`src/rtl/tccs_pkg.sv`:
```
// Shared constants and types for the timer count clock select block
package tccs_pkg;

  // Structure
  localparam int NUM_CH = 6;
  localparam int NUM_PINS = 4;
  localparam int ADDR_W = 8;
  localparam int PRESC_W = 10;
  localparam int CTRL_W = 6;

  // Register map (byte addresses)
  localparam logic [ADDR_W-1:0] CTRL0_OFFSET = 8'h00;
  localparam logic [ADDR_W-1:0] STATUS_OFFSET = 8'h18;
  localparam logic [5:0] STATUS_INDEX = 6'h06;

  // Control register fields
  localparam int PSC_LSB = 0;
  localparam int PSC_MSB = 2;
  localparam int EDGE_LO_BIT = 3;
  localparam int EDGE_HI_BIT = 4;
  localparam int PHASE_BIT = 5;
  localparam logic [CTRL_W-1:0] CTRL_RESET = 6'h00;

  // Channels able to run phase counting (bit per channel)
  localparam logic [NUM_CH-1:0] PHASE_CAPABLE = 6'h36;

  // Divider ratios as log2 of the ratio
  localparam logic [3:0] DIV4_LOG2 = 4'h2;
  localparam logic [3:0] DIV16_LOG2 = 4'h4;
  localparam logic [3:0] DIV64_LOG2 = 4'h6;
  localparam logic [3:0] DIV256_LOG2 = 4'h8;
  localparam logic [3:0] DIV1024_LOG2 = 4'ha;

  // External pin indices
  localparam logic [1:0] PIN_A = 2'h0;
  localparam logic [1:0] PIN_C = 2'h2;
  localparam logic [1:0] PIN_D = 2'h3;

  // Kind of count source chosen for a channel
  typedef enum logic [2:0] {SRC_OFF, SRC_UNDIV, SRC_DIV, SRC_EXT, SRC_CASC} tccs_src_e;

endpackage

```
`src/rtl/tccs_top.sv`:
```
// Count clock and edge selection for six timer channels with APB registers
`timescale 1ns/10ps

// What this block does
// - Edge code 00/01: internal falling/rising, external opposite
// - Edge high bit set: count both edges
// - Channel 0 prescale: /1,/4,/16, pins A-D
// - Channel 1: /1,/4,/16,A,B,/256, channel 2 wrap
// - Channel 2: /1,/4, pins A,B,C, /1024
// - Channel 3: 000 undivided, 100 pin A, others divided
// - Channel 4: /1,/4,/16,/64,A,C,/1024, channel 5 wrap
// - Channel 5: 000 undivided, pins A,C,D, others divided
// - Phase counting mode blocks prescale count enable
// - Edge choice ignored for undivided and cascade sources
module tccs_top
  import tccs_pkg::*;
#(
  parameter int unsigned CH0_PSC3_LOG2 = 6,
  parameter int unsigned CH1_PSC3_LOG2 = 6,
  parameter int unsigned CH2_PSC2_LOG2 = 4,
  parameter int unsigned CH2_PSC3_LOG2 = 6,
  parameter int unsigned CH3_PSC1_LOG2 = 2,
  parameter int unsigned CH3_PSC2_LOG2 = 4,
  parameter int unsigned CH3_PSC3_LOG2 = 6,
  parameter int unsigned CH3_PSC5_LOG2 = 8,
  parameter int unsigned CH3_PSC6_LOG2 = 10,
  parameter int unsigned CH3_PSC7_LOG2 = 10,
  parameter int unsigned CH5_PSC1_LOG2 = 2,
  parameter int unsigned CH5_PSC2_LOG2 = 4,
  parameter int unsigned CH5_PSC3_LOG2 = 6,
  parameter int unsigned CH5_PSC6_LOG2 = 10
)
(
  // Clock and reset
  input wire logic clk,
  input wire logic reset_n,
  // APB slave
  input wire logic psel,
  input wire logic penable,
  input wire logic pwrite,
  input wire logic [tccs_pkg::ADDR_W-1:0] paddr,
  input wire logic [31:0] pwdata,
  output logic [31:0] prdata,
  output logic pready,
  output logic pslverr,
  // External count pins
  input wire logic ext_count_pin_a,
  input wire logic ext_count_pin_b,
  input wire logic ext_count_pin_c,
  input wire logic ext_count_pin_d,
  // Partner counter wrap pulses
  input wire logic channel2_counter_wrap,
  input wire logic channel5_counter_wrap,
  // Count enables per channel
  output logic [tccs_pkg::NUM_CH-1:0] count_en
);
  import tccs_pkg::*;

  localparam int unsigned ODD_LOG2 [14] = '{CH0_PSC3_LOG2, CH1_PSC3_LOG2, CH2_PSC2_LOG2,
    CH2_PSC3_LOG2, CH3_PSC1_LOG2, CH3_PSC2_LOG2, CH3_PSC3_LOG2, CH3_PSC5_LOG2,
    CH3_PSC6_LOG2, CH3_PSC7_LOG2, CH5_PSC1_LOG2, CH5_PSC2_LOG2, CH5_PSC3_LOG2,
    CH5_PSC6_LOG2};

  // Divided ratios must be /4 or slower and fit the prescaler
  for (genvar k = 0; k < 14; k++)
  begin : g_chk
    if (ODD_LOG2[k] < 2 || ODD_LOG2[k] > PRESC_W)
    begin : g_bad
      $error("Divider ratio outside /4 to /1024");
    end
  end

  logic [CTRL_W-1:0] ctrl_r [NUM_CH];
  logic [CTRL_W-1:0] ctrl_q_r [NUM_CH];
  logic [PRESC_W-1:0] presc_cnt_r;
  logic [NUM_PINS-1:0] pin_meta_r;
  logic [NUM_PINS-1:0] pin_sync_r;
  logic [NUM_PINS-1:0] pin_q_r;
  logic [NUM_PINS-1:0] pins_in;
  logic [31:0] prdata_r;
  logic pready_r;
  logic pslverr_r;
  logic [NUM_CH-1:0] cfg_stable;
  logic setup_cyc;
  logic wr_take;
  logic [5:0] reg_idx;
  logic ctrl_hit;

  assign pins_in = {ext_count_pin_d, ext_count_pin_c, ext_count_pin_b, ext_count_pin_a};

  // Source kind per channel and code
  function automatic tccs_src_e kind_f(input int ch, input logic [2:0] code);
    tccs_src_e k;
    k = SRC_DIV;
    if (code == 3'h0)
      k = SRC_UNDIV;
    else if ((ch == 1 || ch == 4) && code == 3'h7)
      k = SRC_CASC;
    else if (ch == 0)
      k = code[2] ? SRC_EXT : SRC_DIV;
    else if (ch == 1 || ch == 4)
      k = (code == 3'h4 || code == 3'h5) ? SRC_EXT : SRC_DIV;
    else if (ch == 2)
      k = (code[2] && code != 3'h7) ? SRC_EXT : SRC_DIV;
    else if (ch == 3)
      k = (code == 3'h4) ? SRC_EXT : SRC_DIV;
    else
      k = (code == 3'h4 || code == 3'h5 || code == 3'h7) ? SRC_EXT : SRC_DIV;
    return k;
  endfunction

  // Log2 of divide ratio per channel and code
  function automatic logic [3:0] div_f(input int ch, input logic [2:0] code);
    logic [3:0] d;
    d = DIV4_LOG2;
    case ({3'(ch), code})
      6'h01, 6'h09, 6'h11, 6'h21: d = DIV4_LOG2;
      6'h02, 6'h0a, 6'h22: d = DIV16_LOG2;
      6'h23: d = DIV64_LOG2;
      6'h0e: d = DIV256_LOG2;
      6'h17, 6'h26: d = DIV1024_LOG2;
      6'h03: d = 4'(CH0_PSC3_LOG2);
      6'h0b: d = 4'(CH1_PSC3_LOG2);
      6'h12: d = 4'(CH2_PSC2_LOG2);
      6'h13: d = 4'(CH2_PSC3_LOG2);
      6'h19: d = 4'(CH3_PSC1_LOG2);
      6'h1a: d = 4'(CH3_PSC2_LOG2);
      6'h1b: d = 4'(CH3_PSC3_LOG2);
      6'h1d: d = 4'(CH3_PSC5_LOG2);
      6'h1e: d = 4'(CH3_PSC6_LOG2);
      6'h1f: d = 4'(CH3_PSC7_LOG2);
      6'h29: d = 4'(CH5_PSC1_LOG2);
      6'h2a: d = 4'(CH5_PSC2_LOG2);
      6'h2b: d = 4'(CH5_PSC3_LOG2);
      6'h2e: d = 4'(CH5_PSC6_LOG2);
      default: d = DIV4_LOG2;
    endcase
    return d;
  endfunction

  // Pin picked by an external code; channels 4 and 5 skip pin B
  function automatic logic [1:0] pin_f(input int ch, input logic [2:0] code);
    logic [1:0] p;
    p = code[1:0];
    if (ch >= 4)
      p = (code == 3'h4) ? PIN_A : (code == 3'h5) ? PIN_C : PIN_D;
    return p;
  endfunction

  // Free-running prescaler; bit n-1 is a square wave at clk/2^n
  always_ff @(posedge clk or negedge reset_n)
  begin
    if (!reset_n)
      presc_cnt_r <= '0;
    else
      presc_cnt_r <= presc_cnt_r + 10'h001;
  end

  // Two-flop pin synchroniser, plus one stage used only for checking
  always_ff @(posedge clk or negedge reset_n)
  begin
    if (!reset_n)
    begin
      pin_meta_r <= '0;
      pin_sync_r <= '0;
      pin_q_r <= '0;
    end
    else
    begin
      pin_meta_r <= pins_in;
      pin_sync_r <= pin_meta_r;
      pin_q_r <= pin_sync_r;
    end
  end

  // APB decode
  assign setup_cyc = psel & ~penable;
  assign wr_take = psel & penable & pready_r & pwrite;
  assign reg_idx = paddr[7:2];
  assign ctrl_hit = (paddr[1:0] == 2'h0) && (reg_idx < 6'(NUM_CH));

  // Ready one cycle after setup, so every access phase lasts one cycle
  always_ff @(posedge clk or negedge reset_n)
  begin
    if (!reset_n)
    begin
      pready_r <= 1'b0;
      pslverr_r <= 1'b0;
      prdata_r <= '0;
    end
    else
    begin
      pready_r <= setup_cyc;
      pslverr_r <= setup_cyc && !ctrl_hit && paddr != STATUS_OFFSET;
      if (setup_cyc && !pwrite && ctrl_hit)
        prdata_r <= {26'h0, ctrl_r[reg_idx[2:0]]};
      else if (setup_cyc && !pwrite && paddr == STATUS_OFFSET)
        prdata_r <= {22'h0, pin_sync_r, count_en};
      else if (setup_cyc)
        prdata_r <= '0;
    end
  end

  assign prdata = prdata_r;
  assign pready = pready_r;
  assign pslverr = pslverr_r;

  // Per-channel control registers and edge gates
  for (genvar i = 0; i < NUM_CH; i++)
  begin : g_ch
    tccs_src_e kind;
    logic level;
    logic casc;
    logic [3:0] dl;

    always_ff @(posedge clk or negedge reset_n)
    begin
      if (!reset_n)
      begin
        ctrl_r[i] <= CTRL_RESET;
        ctrl_q_r[i] <= CTRL_RESET;
      end
      else
      begin
        ctrl_q_r[i] <= ctrl_r[i];
        // Phase bit cannot be set on channels without phase counting
        if (wr_take && ctrl_hit && reg_idx == 6'(i))
          ctrl_r[i] <= pwdata[CTRL_W-1:0] & {PHASE_CAPABLE[i], 5'h1f};
      end
    end

    assign cfg_stable[i] = (ctrl_r[i] == ctrl_q_r[i]);

    // Phase counting takes the counter away from the prescaler
    always_comb
    begin
      dl = div_f(i, ctrl_r[i][PSC_MSB:PSC_LSB]);
      if (ctrl_r[i][PHASE_BIT])
        kind = SRC_OFF;
      else
        kind = kind_f(i, ctrl_r[i][PSC_MSB:PSC_LSB]);
      if (kind == SRC_EXT)
        level = pin_sync_r[pin_f(i, ctrl_r[i][PSC_MSB:PSC_LSB])];
      else if (kind == SRC_DIV)
        level = presc_cnt_r[dl - 4'h1];
      else
        level = 1'b0;
      casc = (i == 1) ? channel2_counter_wrap : (i == 4) ? channel5_counter_wrap : 1'b0;
    end

    tccs_edge_gate u_gate (
      .clk(clk),
      .reset_n(reset_n),
      .src_kind(kind),
      .src_level(level),
      .casc_pulse(casc),
      .count_edge_sel_hi(ctrl_r[i][EDGE_HI_BIT]),
      .count_edge_sel_lo(ctrl_r[i][EDGE_LO_BIT]),
      .count_en(count_en[i])
    );
  end
endmodule

```
`src/rtl/tccs_edge_gate.sv`:
```
// Per-channel edge qualifier turning a selected source into a count enable
`timescale 1ns/10ps
module tccs_edge_gate
  import tccs_pkg::*;
(
  // Clock and reset
  input wire logic clk,
  input wire logic reset_n,
  // Selected source
  input wire tccs_pkg::tccs_src_e src_kind,
  input wire logic src_level,
  input wire logic casc_pulse,
  // Edge field
  input wire logic count_edge_sel_hi,
  input wire logic count_edge_sel_lo,
  // Result
  output logic count_en
);
  import tccs_pkg::*;

  logic level_prev_r;
  logic count_en_r;
  logic count_en_nxt;
  logic rise;
  logic fall;

  // Previous level of whatever source is selected
  always_ff @(posedge clk or negedge reset_n)
  begin
    if (!reset_n)
      level_prev_r <= 1'b0;
    else
      level_prev_r <= src_level;
  end

  // Edge choice; internal and external sense are opposite for the same code
  always_comb
  begin
    rise = src_level & ~level_prev_r;
    fall = ~src_level & level_prev_r;
    case (src_kind)
      SRC_UNDIV: count_en_nxt = 1'b1;
      SRC_DIV:
      begin
        if (count_edge_sel_hi)
          count_en_nxt = rise | fall;
        else if (count_edge_sel_lo)
          count_en_nxt = rise;
        else
          count_en_nxt = fall;
      end
      SRC_EXT:
      begin
        if (count_edge_sel_hi)
          count_en_nxt = rise | fall;
        else if (count_edge_sel_lo)
          count_en_nxt = fall;
        else
          count_en_nxt = rise;
      end
      SRC_CASC: count_en_nxt = casc_pulse;
      default: count_en_nxt = 1'b0;
    endcase
  end

  // Registered enable, one cycle per qualifying edge
  always_ff @(posedge clk or negedge reset_n)
  begin
    if (!reset_n)
      count_en_r <= 1'b0;
    else
      count_en_r <= count_en_nxt;
  end

  assign count_en = count_en_r;

endmodule

```
`config.mk`:
```
export PLATFORM = sky130hd
export DESIGN_NAME = tccs_top
export DESIGN_NICKNAME = d
export VERILOG_FILES = /design/src/rtl/tccs_pkg.sv /design/src/rtl/tccs_top.sv /design/src/rtl/tccs_edge_gate.sv
export SDC_FILE = /design/constraint.sdc
export NUM_CORES = 1
export LEC_CHECK = 0
export ABC_AREA = 0
export BUFFER_PORTS_ARGS = -buffer_cell sky130_fd_sc_hd__buf_2
export CAP_MARGIN = 20
export CORE_ASPECT_RATIO = 0.8
export CORE_MARGIN = 2
export CORE_UTILIZATION = 55
export CTS_CLUSTER_SIZE = 40
export DETAILED_ROUTE_END_ITERATION = 7
export GPL_ROUTABILITY_DRIVEN = 1
export PLACE_DENSITY = 0.8
export SYNTH_ARGS = -nofsm -noshare
export SYNTH_HDL_FRONTEND = slang
export SYNTH_HIERARCHICAL = 1
export SYNTH_SLANG_ARGS = --single-unit
```
`constraint.sdc`:
```
create_clock -name clk -period 3.05 [get_ports clk]
set_clock_uncertainty 0.05 [all_clocks]
set_input_delay 0.305 -clock clk [delete_from_list [all_inputs] [get_ports clk]]
set_output_delay 0.305 -clock clk [all_outputs]
set_load 0.01 [all_outputs]
```
==> results.md, run 1 <==
* Reg2Reg Setup Slack at 470 ps
* Fin. max-slew vios at 0
* Area growth, synth to finish at 12.28%
* Maximum clock rate at 387.9 MHz
* I/O Buffers at 42
* FFs w/ async S/R, synth at 100.0%
* Crit. End Element: flop
* Number of flops mapped to enable cells by yosys at 0
* Antenna violations before repair at 0
* Synth area leaders: dfrtp_1, mux2_2, mux2i_1
* Max clock buf depth at 2
* Die area at 8698 µm²
* Met1 GRT Util at 31.20%
* Hold Path Class: primary input to asynchronous set/reset pin
* RSZ-0062 raised after global routing: no
* Register area share after synthesis at 43.42%
* Avg Cell Area, Syn at 10.43 µm²
* Rel. slew slack at 36.50%
* Yosys top cell area share at 43.42%
* Overall Global Routing Usage at 23.63%
* Synthesized instance count at 420
* Num CTS Buffers at 9
* Startpoint types: flop
* Vias at 3366
* Crit path max fanout at 9
* Syn Std Cell Area at 4380 µm²
* Met3 Track Usage GR at 6.479%
* Vias in the first global route at 3287
* Drt drc at 0
* First-pass GRT wire length at 16100 µm
* Clock Sinks at 76
* TNS Setup at 0 ps
* Floorplan row count at 29
* Final ANT Viol Nets at 0
* TritonRoute pass-1 iters at 4
* Initial Util at 55.89%
* Post-CTS sizing at 0
* Post-DP HPWL at 6850 µm
* Final Hold Violating Endpoints at 0
* Drt wl/cell at 16.35 µm
* Drt via density at 5.715
* Synthesized flop and latch total at 76
* Die X-Extent at 103.8 µm
* Most frequent cell after synthesis: dfrtp_1
* Ant. Diodes at 0
* Post-CTS setup buffers at 0
* Pre-CTS setup slack at 528.2 ps
* Drt total wl at 9633 µm
* Max-Cap Viols at 0
* Root Driver: clkbuf_8
* PnR worst setup slack at 471.8 ps
* Peak VDD IR at 0.3607 mV
* Later-pin clock latency in the skew report at 360 ps
* Post-route insts no fill at 589
* Filler cells at 633
* Yosys warning total at 6
* GP Congestion at 0.8177
* Final setup viols at 0
* Crit Path Class: flop to flop
* GR Overflow Total at 0
* Top-level port count at 91
* Met2 Track Usage GR at 38.17%
* GR peak layer: met2
* Core area at 7838 µm²
* Worst EP arrival at 2830 ps
* CTS HTree Levels at 3
* Worst-path clk slew at 90 ps
* Final period util at 84.53%
* Synth unique cells at 51
* Die height at 83.82 µm
* Power Density at 415.5 nW/µm²
* Minimum clock period at 2578 ps
* Primary FF master, synth: dfrtp_1
* Share of cells above drive strength 1 at 21.41%
* Post-layout nets at 541
* Synth cell count leaders: dfrtp_1, nor2_1, mux2_2
* Worst endpoint required time at 3300 ps
* Initial DRC Count at 163
* TritonCTS clock tree: yes
* Post-Place Cells at 569
* Dominant cell type by area after synthesis: dfrtp_1
* Tightest Pin Transition at 952.5 ps
* Outcome: finished, final reports clean
* Largest net degree at the start of global routing at 77
* Static Leak at 2.305 nW
==> worst paths after layout <==
kind	to	cells past startpoint	from
worst min-delay path	g_ch[4].u_gate/level_prev_r	1	reset_n
max in group asynchronous	g_ch[1].u_gate/count_en	1	reset_n
min in group clk	ctrl_r[11]	2	pwdata[5]
worst max-delay path	g_ch[1].u_gate/count_en	11	ctrl_r[25]
worst max register to register	g_ch[1].u_gate/count_en	11	ctrl_r[25]
worst min register to register	pin_sync_r[0]	0	pin_meta_r[0]
==> power breakdown <==
group          switching, mW  leakage, nW  total, mW  internal, mW
sequential            0.0116         1.01       1.03          1.02
combinational         0.0825         1.18      0.124        0.0417
clock                  0.414        0.116      0.889         0.475
==> state kept, by name (all words and copies together), names as in the netlist <==
register / flops
ctrl_r: 34
prdata: 10
presc_cnt_r: 10
g_ch.u_gate/count_en: 6
g_ch.u_gate/level_prev_r: 6
pin_meta_r: 4
pin_sync_r: 4
pready: 1
pslverr: 1
==> layer usage <==
layer  share of wire (%)  up-vias  routed length (µm)
met4                0.85        0                  82
met5                   0        -                   0
met2                  47      121                4518
met3                 7.2        8                 693
met1                  45     1666                4339
li1                    -     1571                   -
==> placed cells by master, fill, tap and decap left out, types with 7 or more instances in the layout <==
master    count
nand3_1       7
buf_2        41
mux2i_1      22
xnor2_1       8
inv_1        26
clkbuf_8      9
nand2_1      11
a311oi_1      7
a21oi_1      11
and3_1        9
mux2_2       37
nor3_1       15
ha_1         14
o21ai_0      12
conb_1       38
nor2_1       40
nor2b_1      10
dfrtp_1      76
==> critical path, stage by stage (launching register included) <==
cell,delay [ps]
dfrtp_1,490
nor2b_1,220
ha_1,240
mux2_2,350
a22o_1,230
nand2_1,60
a21oi_1,110
inv_1,80
ha_1,160
and2b_1,180
o2111ai_1,180
o211a_1,180
==> metrics by stage <==
step	total power [mW]	hold slack [ps]	instance area (µm²)	utilization, %
finish	2.044	39.51	4918	62.76
global route	2.120	102.4	4918	62.76
CTS	2.071	58.79	4918	62.76
detailed placement	1.170	290.5	4648	59.31
global placement	1.167	282.8	4648	59.31
floorplan	1.131	-40.59	4519	-
==> final cells by class <==
cell class              count  area [µm²]  share of cell area, %
clock buffers               9       123.9                  2.518
clock inverters             7       106.4                  2.162
inverters                  26       97.59                  1.984
multi-input cells         316        2293                  46.63
flip-flops and latches     76        1902                  38.67
well taps                 108       135.1                  2.747
repair buffers             47       260.3                  5.291
==> kinds of logic after synthesis <==
family / Yosys count / share of synthesized area, %
xor gates and xnor gates: 9 / 1.800
muxes: 62 / 16.08
and+or+nand+nor: 124 / 15.54
AOI/OAI and AO/OA: 69 / 11.54
other: 1 / 0.08561
DFF: 76 / 43.42
buffers and inverters: 65 / 7.541
adders and majority gates: 14 / 3.999
==> repair_timing <==
| action | in CTS | in global routing |
|---|---|---|
| endpoints found under the setup margin | 0 | 0 |
| endpoints found under the hold margin | 4 | 0 |
| hold buffers | 4 | 0 |
Power figures use the tool's default switching activity.
==> run 2: changes to the inputs <==
Settings changed: CORE_UTILIZATION 55 to 50, PLACE_DENSITY 0.8 to 0.77.
Clock period 3.05 ns to 2.13 ns, I/O delays scaled along.
==> run 2 against run 1 <==
Net effect:
- critical endpoint unchanged
- largest power group unchanged
- maximum frequency grew 16%
- the run now ends with setup timing left
- setup slack lost 560 ps
- non-clock buffer count grew 39
- via count grew 4.3%
- clock-buffer cell count grew 1
- critical path type unchanged
- sequential share of layout area shrank 3.4 points
- die area grew 9.6%
- largest cell class unchanged
- utilization grew 1.1 points
==> results.md, run 2 (synthesis gave the netlist of run 1 again) <==
* Outcome: complete, but fails checks
* Failing checks: setup timing
* Die height at 87.72 µm
* Share of cells above drive strength 1 at 33.27%
* Maximum clock rate at 450.5 MHz
* Leading cell type in the layout, fill and taps excluded: dfrtp_1
* First-pass GRT wire length at 17080 µm
* Internal at 2.236 mW
* Multi-input gate area at 2444 µm²
* Max-Cap Viols at 0
* Post-layout nets at 580
* Antenna violations before repair at 0
* Drt drc at 0
* Drt total wl at 10770 µm
* Minimum clock period at 2220 ps
* FF+latch area at 1912 µm²
* Worst EP arrival at 2460 ps
* Critical-path cell list: nor2b_4 -> ha_4 -> mux2_4 -> a31oi_4 -> a21oi_2 -> inv_2 -> ha_4 -> and2b_1 -> o2111ai_2 -> o211a_1
* Area after DPL at 4956 µm²
* Initial Util at 51.64%
* GP Congestion at 0.9064
* Rel. slew slack at 62.06%
* Most flop-heavy register: ctrl_r
* Max reg flops at 34
* Largest net degree at the start of global routing at 77
* Crit. End Element: flop
* Switching Power at 0.7166 mW
* Power Density at 545.4 nW/µm²
* CP max-delay cell: dfrtp_2
* Total power at 2.953 mW
* Fin. max-slew vios at 0
* Critical Path Max Stage Delay at 440 ps
* PnR worst setup slack at -89.81 ps
* Top-level port count at 91
* Comb pwr share at 6.8%
* Most frequent cells in the layout: dfrtp_1, buf_2, conb_1
* Worst-path clk slew at 90 ps
* Die area at 9530 µm²
* Crit Path Class: flop to flop
* RSZ-0062 raised after global routing: yes
* CTS HTree Levels at 3
* Vias at 3512
* Final instance area at 5414 µm²
* Root Driver: clkbuf_8
* Sequential power share at 50.0%
* Num CTS Buffers at 9
* Static Leak at 2.514 nW
* Most common cell on crit path: ha_4
* I/O Buffers at 42
* Floorplan row count at 30
* Sw Ratio at 24.27%
* Filler cells at 688
* Initial DRC Count at 177
* Drt via density at 5.557
* Drt wl/cell at 17.04 µm
* Final ANT Viol Nets at 0
* Tightest Pin Transition at 569.1 ps
* Area growth, synth to finish at 23.59%
* Worst endpoint required time at 2370 ps
* Later-pin clock latency in the skew report at 360 ps
* Final Hold Violating Endpoints at 0
* Final period util at 104.2%
* Crit path max fanout at 3
* Core area at 8483 µm²
* Startpoint types: flop
* Post-DP HPWL at 7579 µm
* TritonRoute pass-1 iters at 5
* TritonCTS clock tree: yes
* Max clock buf depth at 2
* GR Overflow Total at 0
* Hold Path Class: primary input to flop
* Overall Global Routing Usage at 23.79%
* Clock Sinks at 76
* TNS Setup at -89.81 ps
* Peak VDD IR at 0.5056 mV
* Clk pwr share at 43.2%
* Final setup viols at 1
* Ant. Diodes at 0
* Die X-Extent at 108.6 µm
* Vias in the first global route at 3514
==> run 2: changes by cell type in the layout (fill, tap and decap cells not counted), sizes merged <==
cell / before / now
inv: 29 / 27
buf: 43 / 81
clkinv: 2 / 3
dlygate4sd3: 4 / 5
clkbuf: 9 / 10
==> run 2: path summary, 6_finish.rpt <==
path                               start                     endpoint  slack, ps  cells after the start
setup reg to reg              ctrl_r[25]      g_ch[1].u_gate/count_en        -90                     10
hold reg to reg            pin_meta_r[3]                pin_sync_r[3]        300                      0
max in group asynchronous        reset_n                    ctrl_r[0]       1340                      3
min in group asynchronous        reset_n  g_ch[4].u_gate/level_prev_r        330                      3
setup / recovery              ctrl_r[25]      g_ch[1].u_gate/count_en        -90                     10
hold / removal                 pwdata[5]                   ctrl_r[29]        110                      2
==> run 2: power groups by stage <==
stage	registers, mW	logic (mW)	clock network, mW
3_3_place_gp	1.50	0.182	0
4_1_cts	1.47	0.193	1.29
5_1_grt	1.48	0.223	1.36
3_5_place_dp	1.50	0.185	0
6_report	1.48	0.201	1.28
2_1_floorplan	1.50	0.118	0
==> run 2: per-stage QoR <==
step                      hold WS, ps  util [%]  std cells  setup WS [ps]
after detailed placement        213.5     58.42        604         -134.1
after global placement          210.2     58.42        604         -48.87
final                           105.5     63.82        632         -89.81
after CTS                       82.76     62.18        626         -119.3
after global routing            93.60     63.82        632         -188.9
after floorplan                -132.6         -        457         -86.91
==> run 2: final cells by class <==
cell class | instances | share of cell area (%)
flip-flops and latches | 76 | 35.31
multi-input cells | 316 | 45.14
repair buffers | 86 | 10.86
well taps | 112 | 2.588
clock inverters | 6 | 1.756
clock buffers | 10 | 2.542
inverters | 26 | 1.803
==> run 2: what timing repair did <==
item                                    in CTS  in global routing
endpoints found under the hold margin       80                  0
endpoints found under the setup margin       4                  6
pin swaps                                    7                 16
resized for setup                            9                 23
hold buffers                                 5                  0
setup buffers                                1                  6
cloned                                       0                  0
==> run 2: per-layer routing <==
layer / vias up / share of wire (%) / track usage, %
met5: - / 0 / 0
met4: 0 / 0.87 / 6.993
met3: 9 / 5.7 / 5.432
met2: 127 / 48 / 39.55
met1: 1735 / 45 / 31.42
li1: 1641 / - / -
==> run 2: worst max-delay path, delay by kind of cell, from the launching register on <==
kind            cells  cell delay, ps
fa+ha+maj           2             390
buf+inv             1              80
mux                 1             310
flops               1             440
compound gates      4             560
simple gates        2             320
==> run 3: changes to the inputs <==
Settings changed: RECOVER_POWER from default to 100.
==> run 3 against run 2 <==
Net effect:
- the flow still finishes with violations (setup timing)
- sequential share of layout area rose by 0.60 points
- wire length barely moved
- maximum frequency rose by 0.21%
- power fell by 0.41%
- utilization fell by 1.1 points
- global-route usage did not move
- clock-buffer cell count did not move
- sequential power barely moved
- final cell count did not move
- largest cell class unchanged
==> results.md, run 3 (synthesis gave the netlist of run 1 again) <==
* Most frequent cells in the layout: dfrtp_1, nor2_1, conb_1
* Comb pwr share at 6.6%
* Most flop-heavy register: ctrl_r
* Leading cell type in the layout, fill and taps excluded: dfrtp_1
* Post-Place Cells at 604
* Failing checks: setup timing
* Post-DP HPWL at 7579 µm
* Rel. slew slack at 31.37%
* Area growth, synth to finish at 21.45%
* Clock Sinks at 76
* I/O Buffers at 42
* Final instance area at 5320 µm²
* Final setup viols at 3
* Top Family by Delay on Critical Path: compound AO/OA/AOI/OAI gates
* Critical-path cell list: nor2b_4 -> ha_4 -> mux2_4 -> a31oi_4 -> a21oi_2 -> inv_2 -> ha_4 -> and2b_1 -> o2111ai_2 -> o211a_1
* Critical Path Max Stage Delay at 440 ps
* CP max-delay cell: dfrtp_2
* GP Congestion at 0.9064
* Drt drc at 0
* TritonRoute pass-1 iters at 4
* Post-route insts no fill at 632
* Initial DRC Count at 173
* TritonCTS clock tree: yes
* Max clock buf depth at 2
* Drt wl/cell at 17.05 µm
* Tightest Pin Transition at 1030 ps
* CP Buf/Inv Count at 1
* Sequential power share at 50.2%
* Max-Cap Viols at 0
* Peak VDD IR at 0.4717 mV
* Die area at 9530 µm²
* Sw Ratio at 24.17%
* Internal at 2.230 mW
* Worst EP arrival at 2460 ps
* Final Hold Violating Endpoints at 0
* Power Density at 552.7 nW/µm²
* Startpoint types: flop
* Clk pwr share at 43.3%
* Top-level port count at 91
* Largest net degree at the start of global routing at 77
* PnR worst setup slack at -85.15 ps
* Drt via density at 5.581
* Most common cell on crit path: ha_4
* Maximum clock rate at 451.4 MHz
* Outcome: complete, but fails checks
* RSZ-0062 raised after global routing: yes
* GR Overflow Total at 0
* Worst-path clk slew at 80 ps
* Vias in the first global route at 3514
* Static Leak at 2.409 nW
* First-pass GRT wire length at 17080 µm
* Multi-input gate area at 2411 µm²
* Vias at 3527
* Num CTS Buffers at 9
* Minimum clock period at 2215 ps
* Hold Path Class: primary input to flop
* Root Driver: clkbuf_8
* Max reg flops at 34
* Utilization after layout at 62.71%
* Switching Power at 0.7106 mW
* Area after DPL at 4956 µm²
* Crit Path Class: flop to flop
* Share of cells above drive strength 1 at 27.12%
* Die X-Extent at 108.6 µm
* FF+latch area at 1911 µm²
* Overall Global Routing Usage at 23.79%
* Crit. End Element: flop
* Drt total wl at 10770 µm
* Floorplan row count at 30
* Filler cells at 716
* Antenna violations before repair at 0
* Fin. max-slew vios at 0
* Crit path max fanout at 3
* Die height at 87.72 µm
* Final period util at 104.0%
* Final ANT Viol Nets at 0
* Worst endpoint required time at 2370 ps
* Core area at 8483 µm²
* Post-layout nets at 580
* Initial Util at 51.64%
* Later-pin clock latency in the skew report at 360 ps
* CTS HTree Levels at 3
* Ant. Diodes at 0
* Worst hold margin at 112.4 ps
run 3: cell count changes in the layout (fill, tap and decap cells not counted), sizes merged:
cell | before | now
buf | 81 | 53
clkbuf | 10 | 37
clkdlybuf4s25 | 0 | 1
run 3: what timing repair did:
action | CTS | global route
setup buffers | 1 | 6
endpoints found under the setup margin | 4 | 6
hold endpoints to repair | 80 | 0
pin swaps | 7 | 16
hold buffers | 5 | 0
gates resized for setup | 9 | 23
cloned | 0 | 0
run 3: layout make-up:
class	count	area share, %
multi-input cells	316	45.32
flip-flops and latches	76	35.91
repair buffers	86	9.925
well taps	112	2.634
clock buffers	10	2.587
inverters	26	1.834
clock inverters	6	1.787
run 3: path summary, 6_finish.rpt:
kind | startpoint | end | slack (ps) | cells past startpoint
setup / recovery | ctrl_r[25] | g_ch[1].u_gate/count_en | -90 | 10
hold / removal | pwdata[5] | ctrl_r[29] | 110 | 2
setup reg to reg | ctrl_r[25] | g_ch[1].u_gate/count_en | -90 | 10
hold reg to reg | pin_meta_r[3] | pin_sync_r[3] | 300 | 0
max in group asynchronous | reset_n | ctrl_r[18] | 680 | 3
min in group asynchronous | reset_n | g_ch[4].u_gate/level_prev_r | 640 | 3
run 3: worst reg2reg max path: stages, from the launching register on:
cell	delay [ps]
dfrtp_2	440
nor2b_4	140
ha_4	270
mux2_4	310
a31oi_4	130
a21oi_2	100
inv_2	80
ha_4	120
and2b_1	180
o2111ai_2	150
o211a_1	180
run 3: metal layers:
| metal | track usage, % | vias up | part of all wire (%) |
|---|---|---|---|
| met2 | 39.55 | 121 | 48 |
| met5 | 0 | - | 0 |
| met1 | 31.42 | 1759 | 45 |
| met3 | 5.432 | 8 | 5.9 |
| li1 | - | 1639 | - |
| met4 | 6.993 | 0 | 0.91 |
run 3: metrics by stage:
| stage | worst slack, ps | setup TNS, ps | total power, mW |
|---|---|---|---|
| floorplan | -86.91 | -86.91 | 1.621 |
| detailed placement | -134.1 | -182.3 | 1.688 |
| global route | -188.9 | -619.5 | 3.054 |
| global placement | -48.87 | -48.87 | 1.684 |
| CTS | -119.3 | -119.3 | 2.962 |
| finish | -85.15 | -174.6 | 2.941 |
run 3: power by group through the flow:
stage	combinational [mW]	clock (mW)	sequential, mW
6_report	0.193	1.27	1.48
5_1_grt	0.215	1.36	1.48
4_1_cts	0.193	1.29	1.47
3_5_place_dp	0.185	0	1.50
3_3_place_gp	0.182	0	1.50
2_1_floorplan	0.118	0	1.50
